**config.mk**
```make
export PLATFORM = sky130hd
export DESIGN_NAME = unb_uart
export DESIGN_NICKNAME = d
export VERILOG_FILES = /design/src/unb_pkg.sv /design/src/unb_uart.sv
export SDC_FILE = /design/constraint.sdc
export NUM_CORES = 1
export LEC_CHECK = 0
export BUFFER_PORTS_ARGS = -buffer_cell sky130_fd_sc_hd__buf_2
export CAP_MARGIN = 25
export CORE_ASPECT_RATIO = 2
export CORE_MARGIN = 1.5
export CORE_UTILIZATION = 45
export DETAILED_ROUTE_END_ITERATION = 16
export GPL_TIMING_DRIVEN = 0
export HOLD_SLACK_MARGIN = 0.06
export SLEW_MARGIN = 20
export SYNTH_ARGS = -nofsm -noshare
export SYNTH_HDL_FRONTEND = slang
export SYNTH_SLANG_ARGS = --single-unit
```
**constraint.sdc**
```tcl
create_clock -name clk_sys -period 7.8 [get_ports clk_sys]
set_input_delay 1.56 -clock clk_sys [delete_from_list [all_inputs] [get_ports clk_sys]]
set_output_delay 1.56 -clock clk_sys [all_outputs]
set_load 0.02 [all_outputs]
```
**src/unb_pkg.sv**
```systemverilog
// Function
// [RULE1] Nine-bit frames are 11 bits: start, eight data, ninth bit, stop.
// [RULE2] Fixed-rate mode runs at osc/64, or osc/32 when doubled.
// [RULE3] Fixed-rate bit clock overflows a 16-state counter at osc/4 or osc/2.
// [RULE4] Writing serial_buffer starts a transmission with no other command.
// [RULE5] Transmit start, eight data bits LSB first, tx_ninth_bit, then stop.
// [RULE6] Transmit resets after ninth bit; tx_done_flag set at cycle1_state3.
// [RULE7] Falling edge on the receive pin starts the 16-state receive counter.
// [RULE8] Start bit sampled at 7, 8, 9; majority high resets receiver at 10.
// [RULE9] Each later bit is sampled at 7, 8, 9 and majority shifted in.
// [RULE10] Accepted ninth bit loads buffer and rx_ninth_bit; done after stop.
// [RULE11] Rejected frame leaves buffer, ninth bit, done flag; reset at stop.
// [RULE12] Input shift register is kept separate from the receive buffer.
// [RULE13] Overrun drops new data, keeps old buffer, sets error after stop.
// [RULE14] Low stop bit at state 10 sets error flag at next cycle1_state3.
// [RULE15] Overrun and framing errors only set the flag, nothing else changes.
// [RULE16] Remote transmitter bit period must equal one receive counter round.
// [RULE17] Variable-rate mode differs from fixed-rate only in bit-rate source.
// [RULE18] Transmit and receive select timer 1 or 2 overflow independently.
// [RULE19] Timer 1 overflow is divided by 32, or 16 when doubled.
// [RULE20] Timer 1 auto-reload runs at osc/12 over 256 minus reload value.
// [RULE21] Timer 2 overflow is divided by 16 regardless of baud_doubler.
// [RULE22] Timer 2 divides osc/2 or external input by 65536 minus reload.
// [RULE23] Transmit pin stays high while idle between frames.
package unb_pkg;

  localparam logic [7:0] UNB_OFS_CTRL  = 8'h00;
  localparam logic [7:0] UNB_OFS_STAT  = 8'h04;
  localparam logic [7:0] UNB_OFS_BUF   = 8'h08;
  localparam logic [7:0] UNB_OFS_T1RLD = 8'h0C;
  localparam logic [7:0] UNB_OFS_T2RLD = 8'h10;

  localparam int UNB_CTRL_VAR   = 0;
  localparam int UNB_CTRL_DBL   = 1;
  localparam int UNB_CTRL_MPE   = 2;
  localparam int UNB_CTRL_TXT2  = 3;
  localparam int UNB_CTRL_RXT2  = 4;
  localparam int UNB_CTRL_T2EXT = 5;
  localparam int UNB_CTRL_TB8   = 6;

  localparam int UNB_STAT_TXD  = 0;
  localparam int UNB_STAT_RXD  = 1;
  localparam int UNB_STAT_ERR  = 2;
  localparam int UNB_STAT_RB8  = 3;
  localparam int UNB_STAT_BUSY = 4;

  localparam logic [7:0]  UNB_CTRL_RST = 8'h00;
  localparam logic [7:0]  UNB_T1_RST   = 8'h00;
  localparam logic [15:0] UNB_T2_RST   = 16'h0000;

  localparam logic [3:0] UNB_MCYC_LAST  = 4'hB;
  localparam logic [3:0] UNB_M1S3_PHASE = 4'h2;
  localparam logic [3:0] UNB_CNT_LAST   = 4'hF;
  localparam logic [3:0] UNB_SMP_FIRST  = 4'h7;
  localparam logic [3:0] UNB_SMP_LAST   = 4'h9;
  localparam logic [3:0] UNB_EVAL       = 4'hA;
  localparam logic [3:0] UNB_IDX_NINTH  = 4'h9;
  localparam logic [3:0] UNB_IDX_STOP   = 4'hA;
  localparam logic [3:0] UNB_TX_LAST    = 4'h9;

  localparam logic [1:0] UNB_RESP_OKAY   = 2'h0;
  localparam logic [1:0] UNB_RESP_SLVERR = 2'h2;

  typedef enum logic [1:0] {
    UNB_RX_IDLE = 2'b01,
    UNB_RX_BUSY = 2'b10
  } unb_rx_st_t;

endpackage : unb_pkg

```
**src/unb_uart.sv**
```systemverilog
`timescale 1ns/10ps
module unb_uart
  import unb_pkg::*;
(
  input  wire logic        clk_sys,
  input  wire logic        reset,
  input  wire logic [7:0]  s_axi_awaddr,
  input  wire logic        s_axi_awvalid,
  output logic             s_axi_awready,
  input  wire logic [31:0] s_axi_wdata,
  input  wire logic [3:0]  s_axi_wstrb,
  input  wire logic        s_axi_wvalid,
  output logic             s_axi_wready,
  output logic [1:0]       s_axi_bresp,
  output logic             s_axi_bvalid,
  input  wire logic        s_axi_bready,
  input  wire logic [7:0]  s_axi_araddr,
  input  wire logic        s_axi_arvalid,
  output logic             s_axi_arready,
  output logic [31:0]      s_axi_rdata,
  output logic [1:0]       s_axi_rresp,
  output logic             s_axi_rvalid,
  input  wire logic        s_axi_rready,
  input  wire logic        timer2_ext_input,
  input  wire logic        serial_rx_pin,
  output logic             serial_tx_pin
);

  function automatic logic unb_maj3(input logic [2:0] s);
    unb_maj3 = (s[0] & s[1]) | (s[0] & s[2]) | (s[1] & s[2]);
  endfunction : unb_maj3

  function automatic logic unb_mapped(input logic [7:0] a);
    unb_mapped = (a == UNB_OFS_CTRL) || (a == UNB_OFS_STAT) ||
                 (a == UNB_OFS_BUF) || (a == UNB_OFS_T1RLD) ||
                 (a == UNB_OFS_T2RLD);
  endfunction : unb_mapped

  // Bit-clock source for one direction
  function automatic logic unb_tick(input logic var_mode, input logic t2sel,
                                    input logic fix, input logic t1p,
                                    input logic t2p);
    unb_tick = !var_mode ? fix : (t2sel ? t2p : t1p);
  endfunction : unb_tick

  logic        awready_r, wready_r, bvalid_r, arready_r, rvalid_r;
  logic [1:0]  bresp_r, rresp_r;
  logic [31:0] rdata_r, rd_mux;
  logic [7:0]  awaddr_r, araddr_r;
  logic [31:0] wdata_r;
  logic [3:0]  wstrb_r;
  logic        wr_go, buf_wr, stat_wr;
  logic [7:0]  ctrl_r, t1_reload_r;
  logic [15:0] t2_reload_r;
  logic [3:0]  mcyc_r;
  logic        m1s3_r;
  logic [1:0]  osc_div_r;
  logic [7:0]  t1_cnt_r;
  logic        t1_ovf_r, t1_half_r;
  logic [15:0] t2_cnt_r;
  logic        t2_ovf_r, t2_ext_prev_r, t2_inc;
  logic        fix_tick, t1_pulse, tx_tick, rx_tick, tx_bclk;
  logic [3:0]  tx_div_r, tx_idx_r;
  logic [8:0]  tx_shift_r;
  logic [7:0]  tx_data_r;
  logic        tx_busy_r, tx_pend_r, tx_done_ev_r, serial_tx_pin_r;
  unb_rx_st_t  rx_st_r;
  logic [3:0]  rx_cnt_r, rx_idx_r;
  logic [2:0]  rx_smp_r;
  logic [7:0]  rx_shift_r, rx_buf_r;
  logic        rx_d_r, rx_prev_r, rx_ok_r, rx_ovr_r;
  logic        rx_done_ev_r, rx_err_ev_r, rx_maj, rx_hit, rx_eval;
  logic        rx_ninth_eval;
  logic        tx_done_pend_r, rx_done_pend_r, err_pend_r;
  logic        tx_done_flag_r, rx_done_flag_r, serial_error_flag_r;
  logic        rx_ninth_bit_r;

  assign s_axi_awready = awready_r;
  assign s_axi_wready  = wready_r;
  assign s_axi_bvalid  = bvalid_r;
  assign s_axi_bresp   = bresp_r;
  assign s_axi_arready = arready_r;
  assign s_axi_rvalid  = rvalid_r;
  assign s_axi_rresp   = rresp_r;
  assign s_axi_rdata   = rdata_r;
  assign serial_tx_pin = serial_tx_pin_r;

  // Write channel: address and data held until both present
  assign wr_go   = !awready_r && !wready_r && !bvalid_r;
  assign buf_wr  = wr_go && awaddr_r == UNB_OFS_BUF && wstrb_r[0];
  assign stat_wr = wr_go && awaddr_r == UNB_OFS_STAT && wstrb_r[0];

  always_ff @(posedge clk_sys or posedge reset) begin
    if (reset) begin
      awready_r <= 1'b1;
      wready_r  <= 1'b1;
      bvalid_r  <= 1'b0;
      bresp_r   <= UNB_RESP_OKAY;
      awaddr_r  <= 8'h00;
      wdata_r   <= 32'h0000_0000;
      wstrb_r   <= 4'h0;
    end else begin
      if (s_axi_awvalid && awready_r) begin
        awaddr_r  <= {s_axi_awaddr[7:2], 2'b00};
        awready_r <= 1'b0;
      end
      if (s_axi_wvalid && wready_r) begin
        wdata_r  <= s_axi_wdata;
        wstrb_r  <= s_axi_wstrb;
        wready_r <= 1'b0;
      end
      if (wr_go) begin
        bvalid_r <= 1'b1;
        bresp_r  <= unb_mapped(awaddr_r) ? UNB_RESP_OKAY : UNB_RESP_SLVERR;
      end else if (bvalid_r && s_axi_bready) begin
        bvalid_r  <= 1'b0;
        awready_r <= 1'b1;
        wready_r  <= 1'b1;
      end
    end
  end

  always_ff @(posedge clk_sys or posedge reset) begin
    if (reset) begin
      ctrl_r      <= UNB_CTRL_RST;
      t1_reload_r <= UNB_T1_RST;
      t2_reload_r <= UNB_T2_RST;
    end else if (wr_go) begin
      if (awaddr_r == UNB_OFS_CTRL && wstrb_r[0])
        ctrl_r <= wdata_r[7:0];
      if (awaddr_r == UNB_OFS_T1RLD && wstrb_r[0])
        t1_reload_r <= wdata_r[7:0];
      if (awaddr_r == UNB_OFS_T2RLD && wstrb_r[0])
        t2_reload_r[7:0] <= wdata_r[7:0];
      if (awaddr_r == UNB_OFS_T2RLD && wstrb_r[1])
        t2_reload_r[15:8] <= wdata_r[15:8];
    end
  end

  always_comb begin
    rd_mux = 32'h0000_0000;
    unique case (araddr_r)
      UNB_OFS_CTRL:  rd_mux[7:0] = ctrl_r;
      UNB_OFS_STAT: begin
        rd_mux[UNB_STAT_TXD]  = tx_done_flag_r;
        rd_mux[UNB_STAT_RXD]  = rx_done_flag_r;
        rd_mux[UNB_STAT_ERR]  = serial_error_flag_r;
        rd_mux[UNB_STAT_RB8]  = rx_ninth_bit_r;
        rd_mux[UNB_STAT_BUSY] = tx_busy_r;
      end
      UNB_OFS_BUF:   rd_mux[7:0]  = rx_buf_r;
      UNB_OFS_T1RLD: rd_mux[7:0]  = t1_reload_r;
      UNB_OFS_T2RLD: rd_mux[15:0] = t2_reload_r;
      default:       rd_mux = 32'h0000_0000;
    endcase
  end

  // Read: address taken, answer one cycle later
  always_ff @(posedge clk_sys or posedge reset) begin
    if (reset) begin
      arready_r <= 1'b1;
      araddr_r  <= 8'h00;
      rvalid_r  <= 1'b0;
      rdata_r   <= 32'h0000_0000;
      rresp_r   <= UNB_RESP_OKAY;
    end else if (s_axi_arvalid && arready_r) begin
      araddr_r  <= {s_axi_araddr[7:2], 2'b00};
      arready_r <= 1'b0;
    end else if (!arready_r && !rvalid_r) begin
      rvalid_r <= 1'b1;
      rdata_r  <= rd_mux;
      rresp_r  <= unb_mapped(araddr_r) ? UNB_RESP_OKAY : UNB_RESP_SLVERR;
    end else if (rvalid_r && s_axi_rready) begin
      rvalid_r  <= 1'b0;
      arready_r <= 1'b1;
    end
  end

  // Machine-cycle timing and oscillator dividers
  always_ff @(posedge clk_sys or posedge reset) begin
    if (reset) begin
      mcyc_r    <= 4'h0;
      m1s3_r    <= 1'b0;
      osc_div_r <= 2'h0;
    end else begin
      mcyc_r    <= (mcyc_r == UNB_MCYC_LAST) ? 4'h0 : mcyc_r + 4'h1;
      m1s3_r    <= (mcyc_r == UNB_M1S3_PHASE);
      osc_div_r <= osc_div_r + 2'h1;
    end
  end

  always_ff @(posedge clk_sys or posedge reset) begin
    if (reset) begin
      t1_cnt_r  <= 8'h00;
      t1_ovf_r  <= 1'b0;
      t1_half_r <= 1'b0;
    end else begin
      t1_ovf_r <= 1'b0;
      if (mcyc_r == UNB_MCYC_LAST) begin // [RULE20]
        if (t1_cnt_r == 8'hFF) begin
          t1_cnt_r <= t1_reload_r;
          t1_ovf_r <= 1'b1;
        end else begin
          t1_cnt_r <= t1_cnt_r + 8'h01;
        end
      end
      if (t1_ovf_r)
        t1_half_r <= !t1_half_r;
    end
  end

  assign t2_inc = ctrl_r[UNB_CTRL_T2EXT] ?
                  (t2_ext_prev_r && !timer2_ext_input) : osc_div_r[0];

  always_ff @(posedge clk_sys or posedge reset) begin
    if (reset) begin
      t2_cnt_r      <= 16'h0000;
      t2_ovf_r      <= 1'b0;
      t2_ext_prev_r <= 1'b0;
    end else begin
      t2_ext_prev_r <= timer2_ext_input;
      t2_ovf_r      <= 1'b0;
      if (t2_inc) begin // [RULE22]
        if (t2_cnt_r == 16'hFFFF) begin
          t2_cnt_r <= t2_reload_r;
          t2_ovf_r <= 1'b1;
        end else begin
          t2_cnt_r <= t2_cnt_r + 16'h0001;
        end
      end
    end
  end

  // Fixed rate: osc/2 doubled, osc/4 otherwise; timer 1 halved unless doubled
  assign fix_tick = ctrl_r[UNB_CTRL_DBL] ? osc_div_r[0] : &osc_div_r; // [RULE3]
  assign t1_pulse = t1_ovf_r && (ctrl_r[UNB_CTRL_DBL] || t1_half_r); // [RULE19]
  // Timer 2 path ignores the doubler
  assign tx_tick = unb_tick(ctrl_r[UNB_CTRL_VAR], ctrl_r[UNB_CTRL_TXT2],
                            fix_tick, t1_pulse, t2_ovf_r); // [RULE18] [RULE21]
  assign rx_tick = unb_tick(ctrl_r[UNB_CTRL_VAR], ctrl_r[UNB_CTRL_RXT2],
                            fix_tick, t1_pulse, t2_ovf_r); // [RULE17]
  assign tx_bclk = tx_tick && tx_div_r == UNB_CNT_LAST;

  always_ff @(posedge clk_sys or posedge reset) begin
    if (reset)
      tx_div_r <= 4'h0;
    else if (tx_tick)
      tx_div_r <= tx_div_r + 4'h1; // [RULE2] [RULE3]
  end

  always_ff @(posedge clk_sys or posedge reset) begin
    if (reset) begin
      serial_tx_pin_r <= 1'b1;
      tx_busy_r       <= 1'b0;
      tx_pend_r       <= 1'b0;
      tx_shift_r      <= 9'h000;
      tx_idx_r        <= 4'h0;
      tx_data_r       <= 8'h00;
      tx_done_ev_r    <= 1'b0;
    end else begin
      tx_done_ev_r <= 1'b0;
      if (tx_bclk) begin
        if (tx_busy_r) begin
          if (tx_idx_r == UNB_TX_LAST) begin
            // Idle high doubles as the stop bit
            serial_tx_pin_r <= 1'b1; // [RULE23] [RULE1]
            tx_busy_r       <= 1'b0; // [RULE6]
            tx_done_ev_r    <= 1'b1;
          end else begin
            serial_tx_pin_r <= tx_shift_r[0]; // [RULE5]
            tx_shift_r      <= tx_shift_r >> 1;
            tx_idx_r        <= tx_idx_r + 4'h1;
          end
        end else if (tx_pend_r) begin
          serial_tx_pin_r <= 1'b0;
          tx_busy_r       <= 1'b1;
          tx_pend_r       <= 1'b0;
          tx_idx_r        <= 4'h0;
          tx_shift_r      <= {ctrl_r[UNB_CTRL_TB8], tx_data_r}; // [RULE5]
        end
      end
      if (buf_wr) begin
        tx_data_r <= wdata_r[7:0];
        tx_pend_r <= 1'b1; // [RULE4]
      end
    end
  end

  assign rx_maj  = unb_maj3(rx_smp_r);
  assign rx_hit  = !ctrl_r[UNB_CTRL_MPE] || rx_maj;
  assign rx_eval = rx_st_r == UNB_RX_BUSY && rx_tick && rx_cnt_r == UNB_EVAL;
  assign rx_ninth_eval = rx_eval && rx_idx_r == UNB_IDX_NINTH;

  always_ff @(posedge clk_sys or posedge reset) begin
    if (reset) begin
      rx_st_r      <= UNB_RX_IDLE;
      rx_cnt_r     <= 4'h0;
      rx_idx_r     <= 4'h0;
      rx_smp_r     <= 3'h0;
      rx_shift_r   <= 8'h00;
      rx_buf_r     <= 8'h00;
      rx_ninth_bit_r <= 1'b0;
      rx_ok_r      <= 1'b0;
      rx_ovr_r     <= 1'b0;
      rx_done_ev_r <= 1'b0;
      rx_err_ev_r  <= 1'b0;
      rx_d_r       <= 1'b1;
      rx_prev_r    <= 1'b1;
    end else begin
      rx_d_r       <= serial_rx_pin;
      rx_prev_r    <= rx_d_r;
      rx_done_ev_r <= 1'b0;
      rx_err_ev_r  <= 1'b0;
      unique case (rx_st_r)
        UNB_RX_IDLE: begin
          if (rx_prev_r && !rx_d_r) begin // [RULE7]
            rx_st_r  <= UNB_RX_BUSY;
            rx_cnt_r <= 4'h0;
            rx_idx_r <= 4'h0;
            rx_ok_r  <= 1'b0;
            rx_ovr_r <= 1'b0;
          end
        end
        UNB_RX_BUSY: begin
          if (rx_tick) begin
            rx_cnt_r <= rx_cnt_r + 4'h1;
            if (rx_cnt_r >= UNB_SMP_FIRST && rx_cnt_r <= UNB_SMP_LAST)
              rx_smp_r <= {rx_smp_r[1:0], rx_d_r}; // [RULE8] [RULE9]
            if (rx_cnt_r == UNB_CNT_LAST)
              rx_idx_r <= rx_idx_r + 4'h1;
          end
          if (rx_eval) begin
            if (rx_idx_r == 4'h0) begin
              if (rx_maj)
                rx_st_r <= UNB_RX_IDLE; // [RULE8]
            end else if (rx_idx_r < UNB_IDX_NINTH) begin
              // Shift register apart from buffer
              rx_shift_r <= {rx_maj, rx_shift_r[7:1]}; // [RULE9] [RULE12]
            end else if (rx_idx_r == UNB_IDX_NINTH) begin
              if (rx_hit && !rx_done_flag_r) begin // [RULE10] [RULE11]
                rx_buf_r       <= rx_shift_r;
                rx_ninth_bit_r <= rx_maj;
                rx_ok_r        <= 1'b1;
              end else if (rx_hit) begin
                rx_ovr_r <= 1'b1; // [RULE13]
              end
            end else begin
              // Errors only raise the flag
              rx_err_ev_r  <= !rx_maj || rx_ovr_r; // [RULE14] [RULE15]
              rx_done_ev_r <= rx_ok_r; // [RULE10]
              rx_st_r      <= UNB_RX_IDLE; // [RULE11] [RULE1]
            end
          end
        end
      endcase
    end
  end

  // Flags land on cycle1_state3; a set beats a same-cycle clear
  always_ff @(posedge clk_sys or posedge reset) begin
    if (reset) begin
      tx_done_pend_r      <= 1'b0;
      rx_done_pend_r      <= 1'b0;
      err_pend_r          <= 1'b0;
      tx_done_flag_r      <= 1'b0;
      rx_done_flag_r      <= 1'b0;
      serial_error_flag_r <= 1'b0;
    end else begin
      tx_done_pend_r <= tx_done_ev_r || (tx_done_pend_r && !m1s3_r);
      rx_done_pend_r <= rx_done_ev_r || (rx_done_pend_r && !m1s3_r);
      err_pend_r     <= rx_err_ev_r || (err_pend_r && !m1s3_r);
      tx_done_flag_r <= (m1s3_r && tx_done_pend_r) || // [RULE6]
        (tx_done_flag_r && !(stat_wr && wdata_r[UNB_STAT_TXD]));
      rx_done_flag_r <= (m1s3_r && rx_done_pend_r) ||
        (rx_done_flag_r && !(stat_wr && wdata_r[UNB_STAT_RXD]));
      serial_error_flag_r <= (m1s3_r && err_pend_r) || // [RULE14]
        (serial_error_flag_r && !(stat_wr && wdata_r[UNB_STAT_ERR]));
    end
  end

  a_tx_idle_high: assert property ( // [RULE23]
    @(posedge clk_sys) disable iff (reset)
    !tx_busy_r |-> serial_tx_pin_r)
    else $error("tx pin low while idle");

  a_tx_start_low: assert property ( // [RULE5]
    @(posedge clk_sys) disable iff (reset)
    $rose(tx_busy_r) |-> !serial_tx_pin_r ##1 !serial_tx_pin_r)
    else $error("start bit not low");

  // A doubler write mid-spacing legally moves the next tick
  a_fixed_rate_div: assert property ( // [RULE2]
    @(posedge clk_sys) disable iff (reset)
    (!ctrl_r[UNB_CTRL_DBL] && fix_tick) |=>
      (ctrl_r[UNB_CTRL_DBL] || !fix_tick) [*3] ##1
      (ctrl_r[UNB_CTRL_DBL] || fix_tick))
    else $error("fixed rate tick spacing wrong");

  a_tx_done_m1s3: assert property ( // [RULE6]
    @(posedge clk_sys) disable iff (reset)
    $rose(tx_done_flag_r) |-> $past(m1s3_r) && $past(tx_done_pend_r))
    else $error("tx done set off timing point");

  a_rx_start_reject: assert property ( // [RULE8]
    @(posedge clk_sys) disable iff (reset)
    (rx_eval && rx_idx_r == 4'h0 && rx_maj) |=> rx_st_r == UNB_RX_IDLE)
    else $error("false start not rejected");

  a_rx_buf_load: assert property ( // [RULE10]
    @(posedge clk_sys) disable iff (reset)
    (rx_ninth_eval && rx_hit && !rx_done_flag_r) |=>
      rx_buf_r == $past(rx_shift_r) && rx_ninth_bit_r == $past(rx_maj))
    else $error("receive buffer not loaded");

  a_overrun_keep: assert property ( // [RULE13]
    @(posedge clk_sys) disable iff (reset)
    (rx_ninth_eval && rx_hit && rx_done_flag_r) |=> $stable(rx_buf_r))
    else $error("overrun overwrote buffer");

  a_frame_error: assert property ( // [RULE14]
    @(posedge clk_sys) disable iff (reset)
    (rx_eval && rx_idx_r == UNB_IDX_STOP && !rx_maj) |->
      ##[1:14] serial_error_flag_r)
    else $error("framing error not flagged");

endmodule : unb_uart

```
# Yosys cells after proc, flatten, opt, wreduce, memory -nomap -nowiden
# Cells that the tools add are included.
[classes] multipliers=0 n_div=0 addsub=8 eq_ne=35 mux=86 shift=0 bitwise_logic=8 n_lt_le_gt_ge=3 n_reduce_logical=95
[ops] operator="$mux W1" n=57
[ops] operator="$logic_and A1 B1 Y1" n=36
[ops] operator="$mux W4" n=8
[ops] operator="$mux W9" n=3
[ops] operator="$pmux W5 S5" n=1
[ops] operator="$eq A4 B4 Y1 const B" n=6
[ops] operator="$eq A6 B2 Y1 const B" n=4
[ops] operator="$reduce_and A2 Y1" n=11
[ops] operator="$add A4 B1 Y4 const B" n=5
[ops] operator="$ne A2 B2 Y1 const B" n=10
[ops] operator="$logic_or A1 B1 Y1" n=17
[ops] operator="$add A16 B1 Y16 const B" n=1
[ops] operator="$eq A16 B16 Y1 const B" n=1
[ops] operator="$logic_not A8 Y1" n=2
[ops] operator="$mux W16" n=1
[ops] operator="$mux W2" n=8
[ops] operator="$mux W8" n=2
[ops] operator="$pmux W4 S2" n=2
[ops] operator="$logic_not A1 Y1" n=15
[ops] operator="$eq A6 B1 Y1 const B" n=2
[ops] operator="$eq A6 B3 Y1 const B" n=2
[ops] operator="$pmux W3 S4" n=1
[ops] operator="$reduce_and A6 Y1" n=2
[ops] operator="$reduce_bool A2 Y1" n=5
[ops] operator="22 further kinds" n=33
[totals] latch_bits=0 mem_count=0 mem_bits_rw=0 mem_bits_ro=0 wordCells=287 reg_bits=193

# Longest topological paths before layout
# Gate-level depths: netlist of the first run.
[depth] ltp_word=11 ltp_mapped=8 ltp_nobuf=7

# Worst setup path after synthesis of the first run
# Ideal clock, no wire load.
[synth_path] path_kind="input -> register" start="in s_axi_wvalid" end="reg wdata_r[10]" cell_stages=3 arrival_ns=2.506 required_time_ns=7.675 setup_slack_ns=5.170 path_buffers=1 setup_time_ns=0.125 path_cell_list="nand2_1 > clkbuf_1 > mux2_2"
[synth_between] elab_chain_len=1
[synth_lines] item="from (decl)" line="unb_uart.sv:12" source="input wire logic s_axi_wvalid,"
[synth_lines] item="$logic_and A1 B1 Y1" line="unb_uart.sv:107" source="if (s_axi_wvalid && wready_r) begin"
[synth_lines] item="to (signal assigned)" line="unb_uart.sv:108" source="wdata_r <= s_axi_wdata;"
[synth_lines] item="to (decl)" line="unb_uart.sv:50" source="logic [31:0] wdata_r;"
# Every way passes these cells.
# A chain may end at the register's enable or synchronous reset.

# Worst setup path in the final report of the first run
[layout_path] start="reg arready_r, in the netlist s_axi_arready" end="out s_axi_arready"
[layout_rtl] item="from (decl)" line="unb_uart.sv:46" source="logic awready_r, wready_r, bvalid_r, arready_r, rvalid_r;"
[layout_rtl] item="from (signal assigned)" line="unb_uart.sv:161" source="arready_r <= 1'b1;"
[layout_rtl] item="from (signal assigned)" line="unb_uart.sv:168" source="arready_r <= 1'b0;"
[layout_rtl] item="from (signal assigned)" line="unb_uart.sv:175" source="arready_r <= 1'b1;"
[layout_rtl] item="to (decl)" line="unb_uart.sv:19" source="output logic s_axi_arready,"
# No word-level cell between the ends.

==> run metrics, run 1 <==
status=finished clean; Critical Path RT=6240 ps; CP endpoint kind=output port; post-synthesis cell type count=74; Leak Pwr=approximately 0.0048 µW; number of global-route vias before repair=~6200; ANT nets after route=0; register area share after synthesis=0.551; FF-to-FF setup slack=roughly 5500 ps; post-synthesis cell count=739; post-cts sizing count=0; largest fanout on the critical path=5; worst hold path startpoint=rx_d_r$_DFF_PP1_; skew final=8.72 ps; Synth top cells by count=dfrtp_1 (184), mux2_2 (96), nand2_1 (65); setup ws final=5070 ps; Tot GR Track Use=0.208; Clock Latency Late Sink=430 ps; top layer in use=met4; first-pass GRT wire length=between 30000 and 40000 µm; antenna violations before repair=0; delay of the slowest critical-path stage=580 ps; Tightest Pin Transition=around 700 ps; CTS Hold Bufs=0; Initial Util=0.462; CP Class=register to output port; TritonCTS Buffers=17; post-place setup slack=4680 ps; Reg-to-Reg End=t2_cnt_r[13]$_DFFE_PP0P_; CP cell instances=buf_2; Worst-path clk slew=about 70 ps; met3 wire length=485 µm; GR Overflow Total=0; Synth Flop Type=dfrtp_1; reg2reg path depth=7; Max Clk Rate=366 MHz; pin count of the biggest net entering global routing=108; Max Cap Viol=0; Final Critical Period=2730 ps; Fin. Hold Viols=0; CP startpoint kind=register; Max-slew headroom=0.526; total core area=18800 µm²; # setup viols final=0; Synth Register Bits=~190; Critical path buffers and inverters=1; number of cells on the critical path=1; IO Pins=103; metal1 wirelength=7320 µm; count leader, synth=dfrtp_1; drt drc=0; CTS max path bufs=2; Yosys warnings=0; ant diodes=0; H-tree depth=4; Placer Congestion=0.869; WHS Endpoint=rx_prev_r$_DFF_PP1_; Pwr Density=317 nW/µm²; routed via count=6070; ys async rst share=1.00; FP Rows=71; DP HPWL=15000 µm; DRC marker count from the first detailed-route iteration=269; final instance area=10100 µm²; PortBufs=62; NumNets Final=914; WHS Path Cells=0; metal2 WL=11500 µm; Area contributors post-synth=dfrtp_1 (53%), mux2_2 (12%), nand2_1 (2.8%); Slowest-stage cell, CP=dfstp_2; RSZ-0062 raised after global routing=no; EDFF count, synth=0; Avg Cell Area, Syn=~12 µm²; Slew Limit Fails=0; area grow syn2layout=15.7%; die area=slightly above 20000 µm²; Vias/cell=5.49; dpl cell area=9420 µm²; post-synth top area cell=dfrtp_1; Crit path max-delay family=flip-flops; Setup Buffers After CTS=0; hold crit path type=register to register; Worst EP arrival=1170 ps; mapped cell area=8700 µm²; die width=101 µm; chip height=200 µm; TritonRoute pass-1 iters=7; CTS tree=built; Sink Count=191; final wirelength=20000 µm; Root Driver=clkbuf_16; share of cells above drive strength 1=0.289; total power=3190 µW; Reg-to-Reg Start=t2_cnt_r[0]$_DFFE_PP0P_; top-area cell type share of the netlist area=0.529; Final period util=0.351; Peak VDD IR=0.132 mV; Wirelength per Cell=18.1 µm
-- metal layers --
layer | up-vias | global-route usage
met1 | 3074 | 0.217
met4 | 0 | 0.101
met5 | - | 0
met3 | 37 | 0.0294
met2 | 128 | 0.395
li1 | 2831 | -
-- worst max path at each step --
stage	start	end	slack [ps]
2_1_floorplan	reset	araddr_r[2]$_DFFE_PP0P_	1050
4_1_cts	s_axi_arready$_DFFE_PP1P_	s_axi_arready	5040
3_5_place_dp	s_axi_wvalid	wdata_r[6]$_DFFE_PP0P_	4680
3_3_place_gp	reset	s_axi_bvalid$_DFFE_PP0P_	-840
5_1_grt	s_axi_arready$_DFFE_PP1P_	s_axi_arready	5020
6_report	s_axi_arready$_DFFE_PP1P_	s_axi_arready	5070
-- cells by family after synthesis --
group,synth area share
DFF,0.551
other,0.000431
AOI/OAI and AO/OA,0.101
adders and majority gates,0.0227
buffers and inverters,0.0376
xor gates and xnor gates,0.00504
and+or+nand+nor,0.128
muxes,0.155
-- cells in the final DEF (no fill, tap or decap), types with 5 or more instances in the layout --
master,netlist,layout
dfstp_2,7,7
mux2i_1,15,15
clkbuf_16,0,17
nand2_1,65,65
conb_1,1,18
inv_1,25,24
a31oi_1,9,9
a221oi_1,5,5
ha_1,15,15
nand4_1,13,13
o21ai_0,33,33
dfrtp_1,184,184
nor2_1,45,45
clkbuf_1,15,16
a22o_1,8,8
nor3_1,9,9
buf_4,18,18
a21oi_1,28,28
mux2_2,96,96
nand3_1,31,31
buf_2,3,65
o21ai_1,12,12
mux4_2,5,5
-- flip-flops by register name (all words and copies together), names as in the netlist, 4 cells and up --
name and cells:
tx_idx_r 4, awaddr_r 6, rx_shift_r 8, tx_data_r 8, s_axi_rdata 16, t1_reload_r 8
rx_buf_r 8, araddr_r 6, t2_cnt_r 16, t1_cnt_r 8, t2_reload_r 16, ctrl_r 8
wdata_r 16, rx_cnt_r 4, rx_idx_r 4, tx_shift_r 9, mcyc_r 4, tx_div_r 4
-- power breakdown --
group          switching (µW)  internal (µW)
sequential                244           1240
combinational             421            345
clock                     394            545
-- per-stage QoR --
step,TNS (ps),std cells,utilization,hold slack [ps]
2_1_floorplan,0,756,-,357
3_3_place_gp,-149210,1073,0.499,363
3_5_place_dp,0,1074,0.500,369
4_1_cts,0,1106,0.534,379
5_1_grt,0,1106,0.534,387
6_report,0,1106,0.534,378
-- area by class of cell --
| class | count | area, µm² |
|---|---|---|
| Buffer | 39 | 233 |
| Clock buffer | 18 | 429 |
| Clock inverter | 14 | 208 |
| Fill cell | 1689 | 8770 |
| Inverter | 25 | 101 |
| Multi-Input combinational cell | 501 | 3640 |
| Sequential cell | 191 | 4790 |
| Tap cell | 255 | 319 |
| Timing Repair Buffer | 63 | 338 |
Note: power is estimated with default switching activity, not from simulation.
==> run 2: changes to the inputs <==
Settings changed: ABC_AREA from default to 1.
Clock period 7.8 ns to 2.86 ns, I/O delays scaled along.
==> run 2 against run 1 <==
  * Register-to-register slack worse by 4600 ps
  * Final area grew 3.8%
  * Count of clock-buffer cells in the layout up 3
  * Via count up 15%
  * First-iteration DRC count rose by 22%
  * Area after synthesis up 3.3%
  * Highest routed layer unchanged
==> run metrics, run 2 <==
CP Class=register to register; Max Clk Rate=508 MHz; Synth top cells by count=nand2_1 (282), dfrtp_1 (184), inv_1 (105); Yosys warnings=0; critical path launch point=araddr_r[7]$_DFFE_PP0P_; Final Non-Filler Cells=1418; status=finished clean; post-synth top area cell=dfrtp_1; DRC marker count from the first detailed-route iteration=327; TritonRoute pass-1 iters=4; Crit path max-delay family=simple AND/OR/NAND/NOR gates; Reg-to-Reg End=s_axi_rdata[6]$_DFFE_PP0P_; post-cts sizing count=0; Slowest-stage cell, CP=nor2_1; share of cells above drive strength 1=0.169; Placed Cells incl. Taps=1385; count leader, synth=nand2_1; Max-slew headroom=0.537; die area=around 21000 µm²; Worst-path clk slew=70 ps; largest fanout on the critical path=8; Max Cap Viol=0; Switching Share=0.358; Avg Cell Area, Syn=8.65 µm²; Tot GR Track Use=0.230; Setup Buffers After CTS=0; NumNets Final=1218; routed via count=6986; most used cell, CP=nand2_1; CP startpoint kind=register; CP endpoint kind=register; Final period util=0.688; EDFF count, synth=0; Worst EP arrival=approximately 2400 ps; Synth Register Bits=191; filler cell count=between 1500 and 2000; Final Critical Period=between 1500 and 2000 ps; Tightest Pin Transition=692 ps; register area share after synthesis=0.533; final instance area=10400 µm²; CTS tree=built; Vias/cell=4.93; ys async rst share=1.00; top-area cell type share of the netlist area=0.513; first-pass GRT wire length=between 30000 and 40000 µm; area taken by multi-input logic gates=3580 µm²; RSZ-0062 raised after global routing=no; P_sw=3110 µW; number of global-route vias before repair=between 7000 and 8000; ANT nets after route=0; DP HPWL=16800 µm; antenna violations before repair=1; Root Driver=clkbuf_16; die width=103 µm; Pwr Density=832 nW/µm²; Critical Path RT=3250 ps; IO Pins=103; Sink Count=191; post-synthesis cell count=1038; Reg area=4790 µm²; Critical path buffers and inverters=0; worst hold margin=201 ps; Reg-to-Reg Start=araddr_r[7]$_DFFE_PP0P_; final wirelength=between 20000 and 25000 µm; pin count of the biggest net entering global routing=34; post-synthesis cell type count=50; TritonCTS Buffers=17; Clock Latency Late Sink=450 ps; drt drc=0; total core area=19700 µm²; area grow syn2layout=16.3%; Wirelength per Cell=15.5 µm; CTS Hold Bufs=0; Initial Util=0.455; H-tree depth=4; GR Overflow Total=0; Area contributors post-synth=dfrtp_1 (51%), nand2_1 (12%), inv_1 (4.4%); delay of the slowest critical-path stage=roughly 560 ps; Fin. Hold Viols=0; commonest non-fill, non-tap cells in the layout=nand2_1 (282), dfrtp_1 (184), inv_1 (104), nor2_1 (79), buf_2 (71); CP cell instances=nor2_1 -> nand2_1 -> nor2_1 -> a22oi_1 -> nand2_1 -> nand2_1 -> nand2_1; Pint=5580 µW; reg2reg path depth=7; Peak VDD IR=0.531 mV; FF-to-FF setup slack=890 ps; Clk pwr share=0.291; Synth Flop Type=dfrtp_1; CTS max path bufs=2; Comb pwr share=0.264; chip height=between 200 and 250 µm; # setup viols final=0; PortBufs=between 60 and 70; hold crit path type=input pin to asynchronous set/reset pin; Seq pwr share=0.445; mapped cell area=8980 µm²; Placer Congestion=between 0.8 and 0.9; Finished Core Util=0.529; Slew Limit Fails=0; FP Rows=73; Leak Pwr=roughly 0.005 µW; most common cell after layout, fill and taps aside=nand2_1; skew final=9.68 ps; dpl cell area=just under 10000 µm²
==> run 2: cell types whose count changed after synthesis, moves of 8 or more <==
cell / change
a21oi_1: +11
a22o_1: -8
inv_1: +80
mux2_2: -91
nand2_1: +217
nand2_2: +9
nand3_1: +9
nor2_1: +34
o21ai_0: +30
o21ai_1: +45
o21ai_2: +9
==> run 2: power by group through the flow <==
stage | logic (µW) | clock network [µW] | registers, µW
4_1_cts | 2330 | 2580 | 3870
6_report | 2290 | 2530 | 3870
3_3_place_gp | 2230 | 0 | 3910
3_5_place_dp | 2310 | 0 | 3910
5_1_grt | 2600 | 2690 | 3960
2_1_floorplan | 1550 | 0 | 3890
==> run 2: cell families after synthesis <==
| logic type | synth area share |
|---|---|
| adder cells (fa/ha/maj) | 0.0209 |
| multiplexers | 0.0152 |
| AND/OR/NAND/NOR | 0.222 |
| XOR/XNOR | 0.0137 |
| other | 0.000417 |
| buffers and inverters | 0.0752 |
| flip-flops | 0.533 |
| AO/OA/AOI/OAI | 0.120 |
==> run 2: area by class of cell <==
cell class | count | area share
sequential | 191 | 0.459
multi-input combinational | 710 | 0.343
clock buffer | 21 | 0.0451
timing repair buffer | 68 | 0.0419
inverter | 114 | 0.0413
tap | 262 | 0.0314
buffer | 40 | 0.0237
clock inverter | 11 | 0.0147
antenna | 1 | 0.000240
==> run 2: how the worst max path moves through the flow <==
stage	end	slack [ps]	cells after the start
floorplan	araddr_r[2]$_DFFE_PP0P_	-170	1
global placement	rx_idx_r[2]$_DFFE_PP0P_	-1470	2
detailed placement	s_axi_rdata[6]$_DFFE_PP0P_	870	7
CTS	s_axi_rdata[6]$_DFFE_PP0P_	840	7
global route	s_axi_rdata[7]$_DFFE_PP0P_	710	7
finish	s_axi_rdata[6]$_DFFE_PP0P_	890	7
==> run 2: worst reg2reg max path: stages, from the launching register on <==
cell,delay (ps)
dfrtp_1,380
nor2_1,240
nand2_1,140
nor2_1,560
a22oi_1,290
nand2_1,150
nand2_1,70
nand2_1,80
==> run 2: routing by layer <==
metal / track usage / wire [µm]
met5: 0 / 0
met4: 0.0960 / 626
met3: 0.0492 / 627
met2: 0.430 / 12600
met1: 0.240 / 8190
==> run 2: metrics by stage <==
stage	power, µW	setup WS (ps)	setup TNS, ps
after global placement	6140	-1470	-270720
after global routing	9240	713	0
after CTS	8780	838	0
after detailed placement	6220	867	0
after floorplan	5440	-169	-31050
final	8690	892	0
==> run 3: changes to the inputs <==
Settings changed: PLACE_DENSITY from default to 0.67.
Clock period 2.86 ns to 1.6 ns, I/O delays scaled along.
==> run 3 against run 2 <==
  * Sequential cell count stayed put
  * Wire length down 0.79%
  * Final area is 5.5% higher
  * Sequential share of layout area fell by 2.3 points
  * Critical endpoint is now t2_cnt_r[14]$_DFFE_PP0P_
  * Sequential power grew 80%
  * The run now ends with negative setup slack left
==> run metrics, run 3 (same netlist as run 2, synthesis figures left out) <==
total power=15800 µW; Worst-path clk slew=70 ps; Final period util=1.01; Root Driver=clkbuf_16; H-tree depth=4; GR Overflow Total=0; Comb pwr share=0.291; CP startpoint kind=register; share of cells above drive strength 1=0.234; Critical Path RT=1940 ps; CP cell instances=ha_4 -> nand3_4 -> nor2_4 -> nand2_4 -> nor2_4 -> buf_6 -> nand2_2 -> nand2_1 -> nand3_1 -> nand2_1 -> nand2_1; Initial Util=0.455; most used cell, CP=nand2_1; Pwr Density=approximately 1400 nW/µm²; filler cell count=1843; worst hold path startpoint=s_axi_araddr[6]; NumNets Final=1254; TritonCTS Buffers=17; Max Clk Rate=620 MHz; RSZ-0062 raised after global routing=yes; Tightest Pin Transition=592 ps; Max-slew headroom=0.605; CP endpoint kind=register; Peak VDD IR=0.836 mV; routed via count=7253; critical path launch point=t2_cnt_r[0]$_DFFE_PP0P_; Sink Count=191; ANT nets after route=0; Placer Congestion=about 0.86; Seq pwr share=0.440; Clock Latency Late Sink=450 ps; Slew Limit Fails=0; Clk pwr share=0.269; total core area=19700 µm²; P_sw=5730 µW; setup ws final=-12.0 ps; largest fanout on the critical path=4; first-pass GRT wire length=34800 µm; Switching Share=0.362; violated checks=negative setup slack; # setup viols final=2; die width=103 µm; skew final=9.97 ps; number of global-route vias before repair=7333; die area=around 21000 µm²; DRC marker count from the first detailed-route iteration=between 200 and 300; pin count of the biggest net entering global routing=35; Total Neg Setup Slack=-18.2 ps; CP Class=register to register; status=finished, violations left; chip height=203 µm; Tot GR Track Use=0.221; IO Pins=103; CTS tree=built; CTS max path bufs=2; Max Cap Viol=0; Reg-to-Reg Start=t2_cnt_r[0]$_DFFE_PP0P_; post-place setup slack=-373 ps; PortBufs=62; final instance area=11000 µm²; FP Rows=73; Pint=10100 µW; commonest non-fill, non-tap cells in the layout=nand2_1 (268), dfrtp_1 (180), inv_1 (97), nor2_1 (69), buf_2 (66); antenna violations before repair=0; Wirelength per Cell=15.1 µm; Final Critical Period=1610 ps; Slowest-stage cell, CP=dfrtp_1; hold crit path type=input pin to register; final wirelength=21900 µm; FF-to-FF setup slack=-10 ps; delay of the slowest critical-path stage=slightly below 400 ps; Leak Pwr=0.00541 µW; Fin. Hold Viols=0; TritonRoute pass-1 iters=5; ant diodes=0; dpl cell area=~9800 µm²; drt drc=0; Worst EP arrival=just under 2000 ps; most common cell after layout, fill and taps aside=nand2_1; DP HPWL=16300 µm; area grow syn2layout=22.6%; Vias/cell=4.99
-- run 3: cell types whose count changed in the layout (fill, tap and decap cells not counted), sizes merged --
cell	delta
buf	+31
clkinvlp	-2
dlygate4sd3	+5
nand2	+1
bufinv	-2
diode	-1
clkbuf	+3
-- run 3: per-layer routing --
metal  GRT usage  routed length [µm]  part of all wire
met1       0.226                7940              0.36
met2       0.411               12300              0.56
met3      0.0368                 617             0.028
met4       0.116                1030             0.047
met5           0                   0                 0
-- run 3: stage by stage --
step / utilization / instances / hold WS [ps]
floorplan: - / 1055 / 324
CTS: 0.541 / 1440 / 61.7
finish: 0.558 / 1453 / 70.7
detailed placement: 0.497 / 1385 / 336
global route: 0.558 / 1453 / 78.6
global placement: 0.491 / 1379 / 356
-- run 3: layout make-up --
class | instances | area [µm²] | area share
plain buffers | 40 | 299 | 0.0272
clock buffers | 25 | 515 | 0.0468
clock inverters | 7 | 75.1 | 0.00682
inverters | 114 | 439 | 0.0399
multi-input cells | 711 | 3840 | 0.349
flip-flops and latches | 191 | 4790 | 0.435
well taps | 262 | 328 | 0.0298
repair buffers | 103 | 722 | 0.0656
-- run 3: timing repair --
action,4_1_cts,5_1_grt
hold buffers,5,0
hold endpoints to repair,15,0
gates cloned,0,1
buffers inserted,18,12
gates resized for setup,35,72
endpoints found under the setup margin,93,102
pin swaps,14,15
-- run 3: worst paths after layout --
| kind | depth (start not counted) | endpoint |
|---|---|---|
| setup reg to reg | 11 | t2_cnt_r[14]$_DFFE_PP0P_ |
| setup / recovery | 11 | t2_cnt_r[14]$_DFFE_PP0P_ |
| min in group asynchronous | 3 | t2_cnt_r[14]$_DFFE_PP0P_ |
| max in group asynchronous | 5 | serial_tx_pin$_DFFE_PP1P_ |
| hold / removal | 3 | araddr_r[6]$_DFFE_PP0P_ |
| hold reg to reg | 0 | rx_prev_r$_DFF_PP1_ |
-- run 3: critical path: cells and delay by family, from the launching register on --
| kind | cells | cell delay [ps] |
|---|---|---|
| DFF | 1 | 390 |
| buffers and inverters | 1 | 140 |
| adders and majority gates | 1 | 170 |
| and+or+nand+nor | 9 | 780 |
-- run 3: power groups by stage --
stage          clock [µW]  sequential, µW  combinational, µW
2_1_floorplan           0            6950               2770
3_3_place_gp            0            6950               3940
3_5_place_dp            0            6990               4080
4_1_cts              4310            6880               4410
5_1_grt              4500            7090               5130
6_report             4260            6950               4600
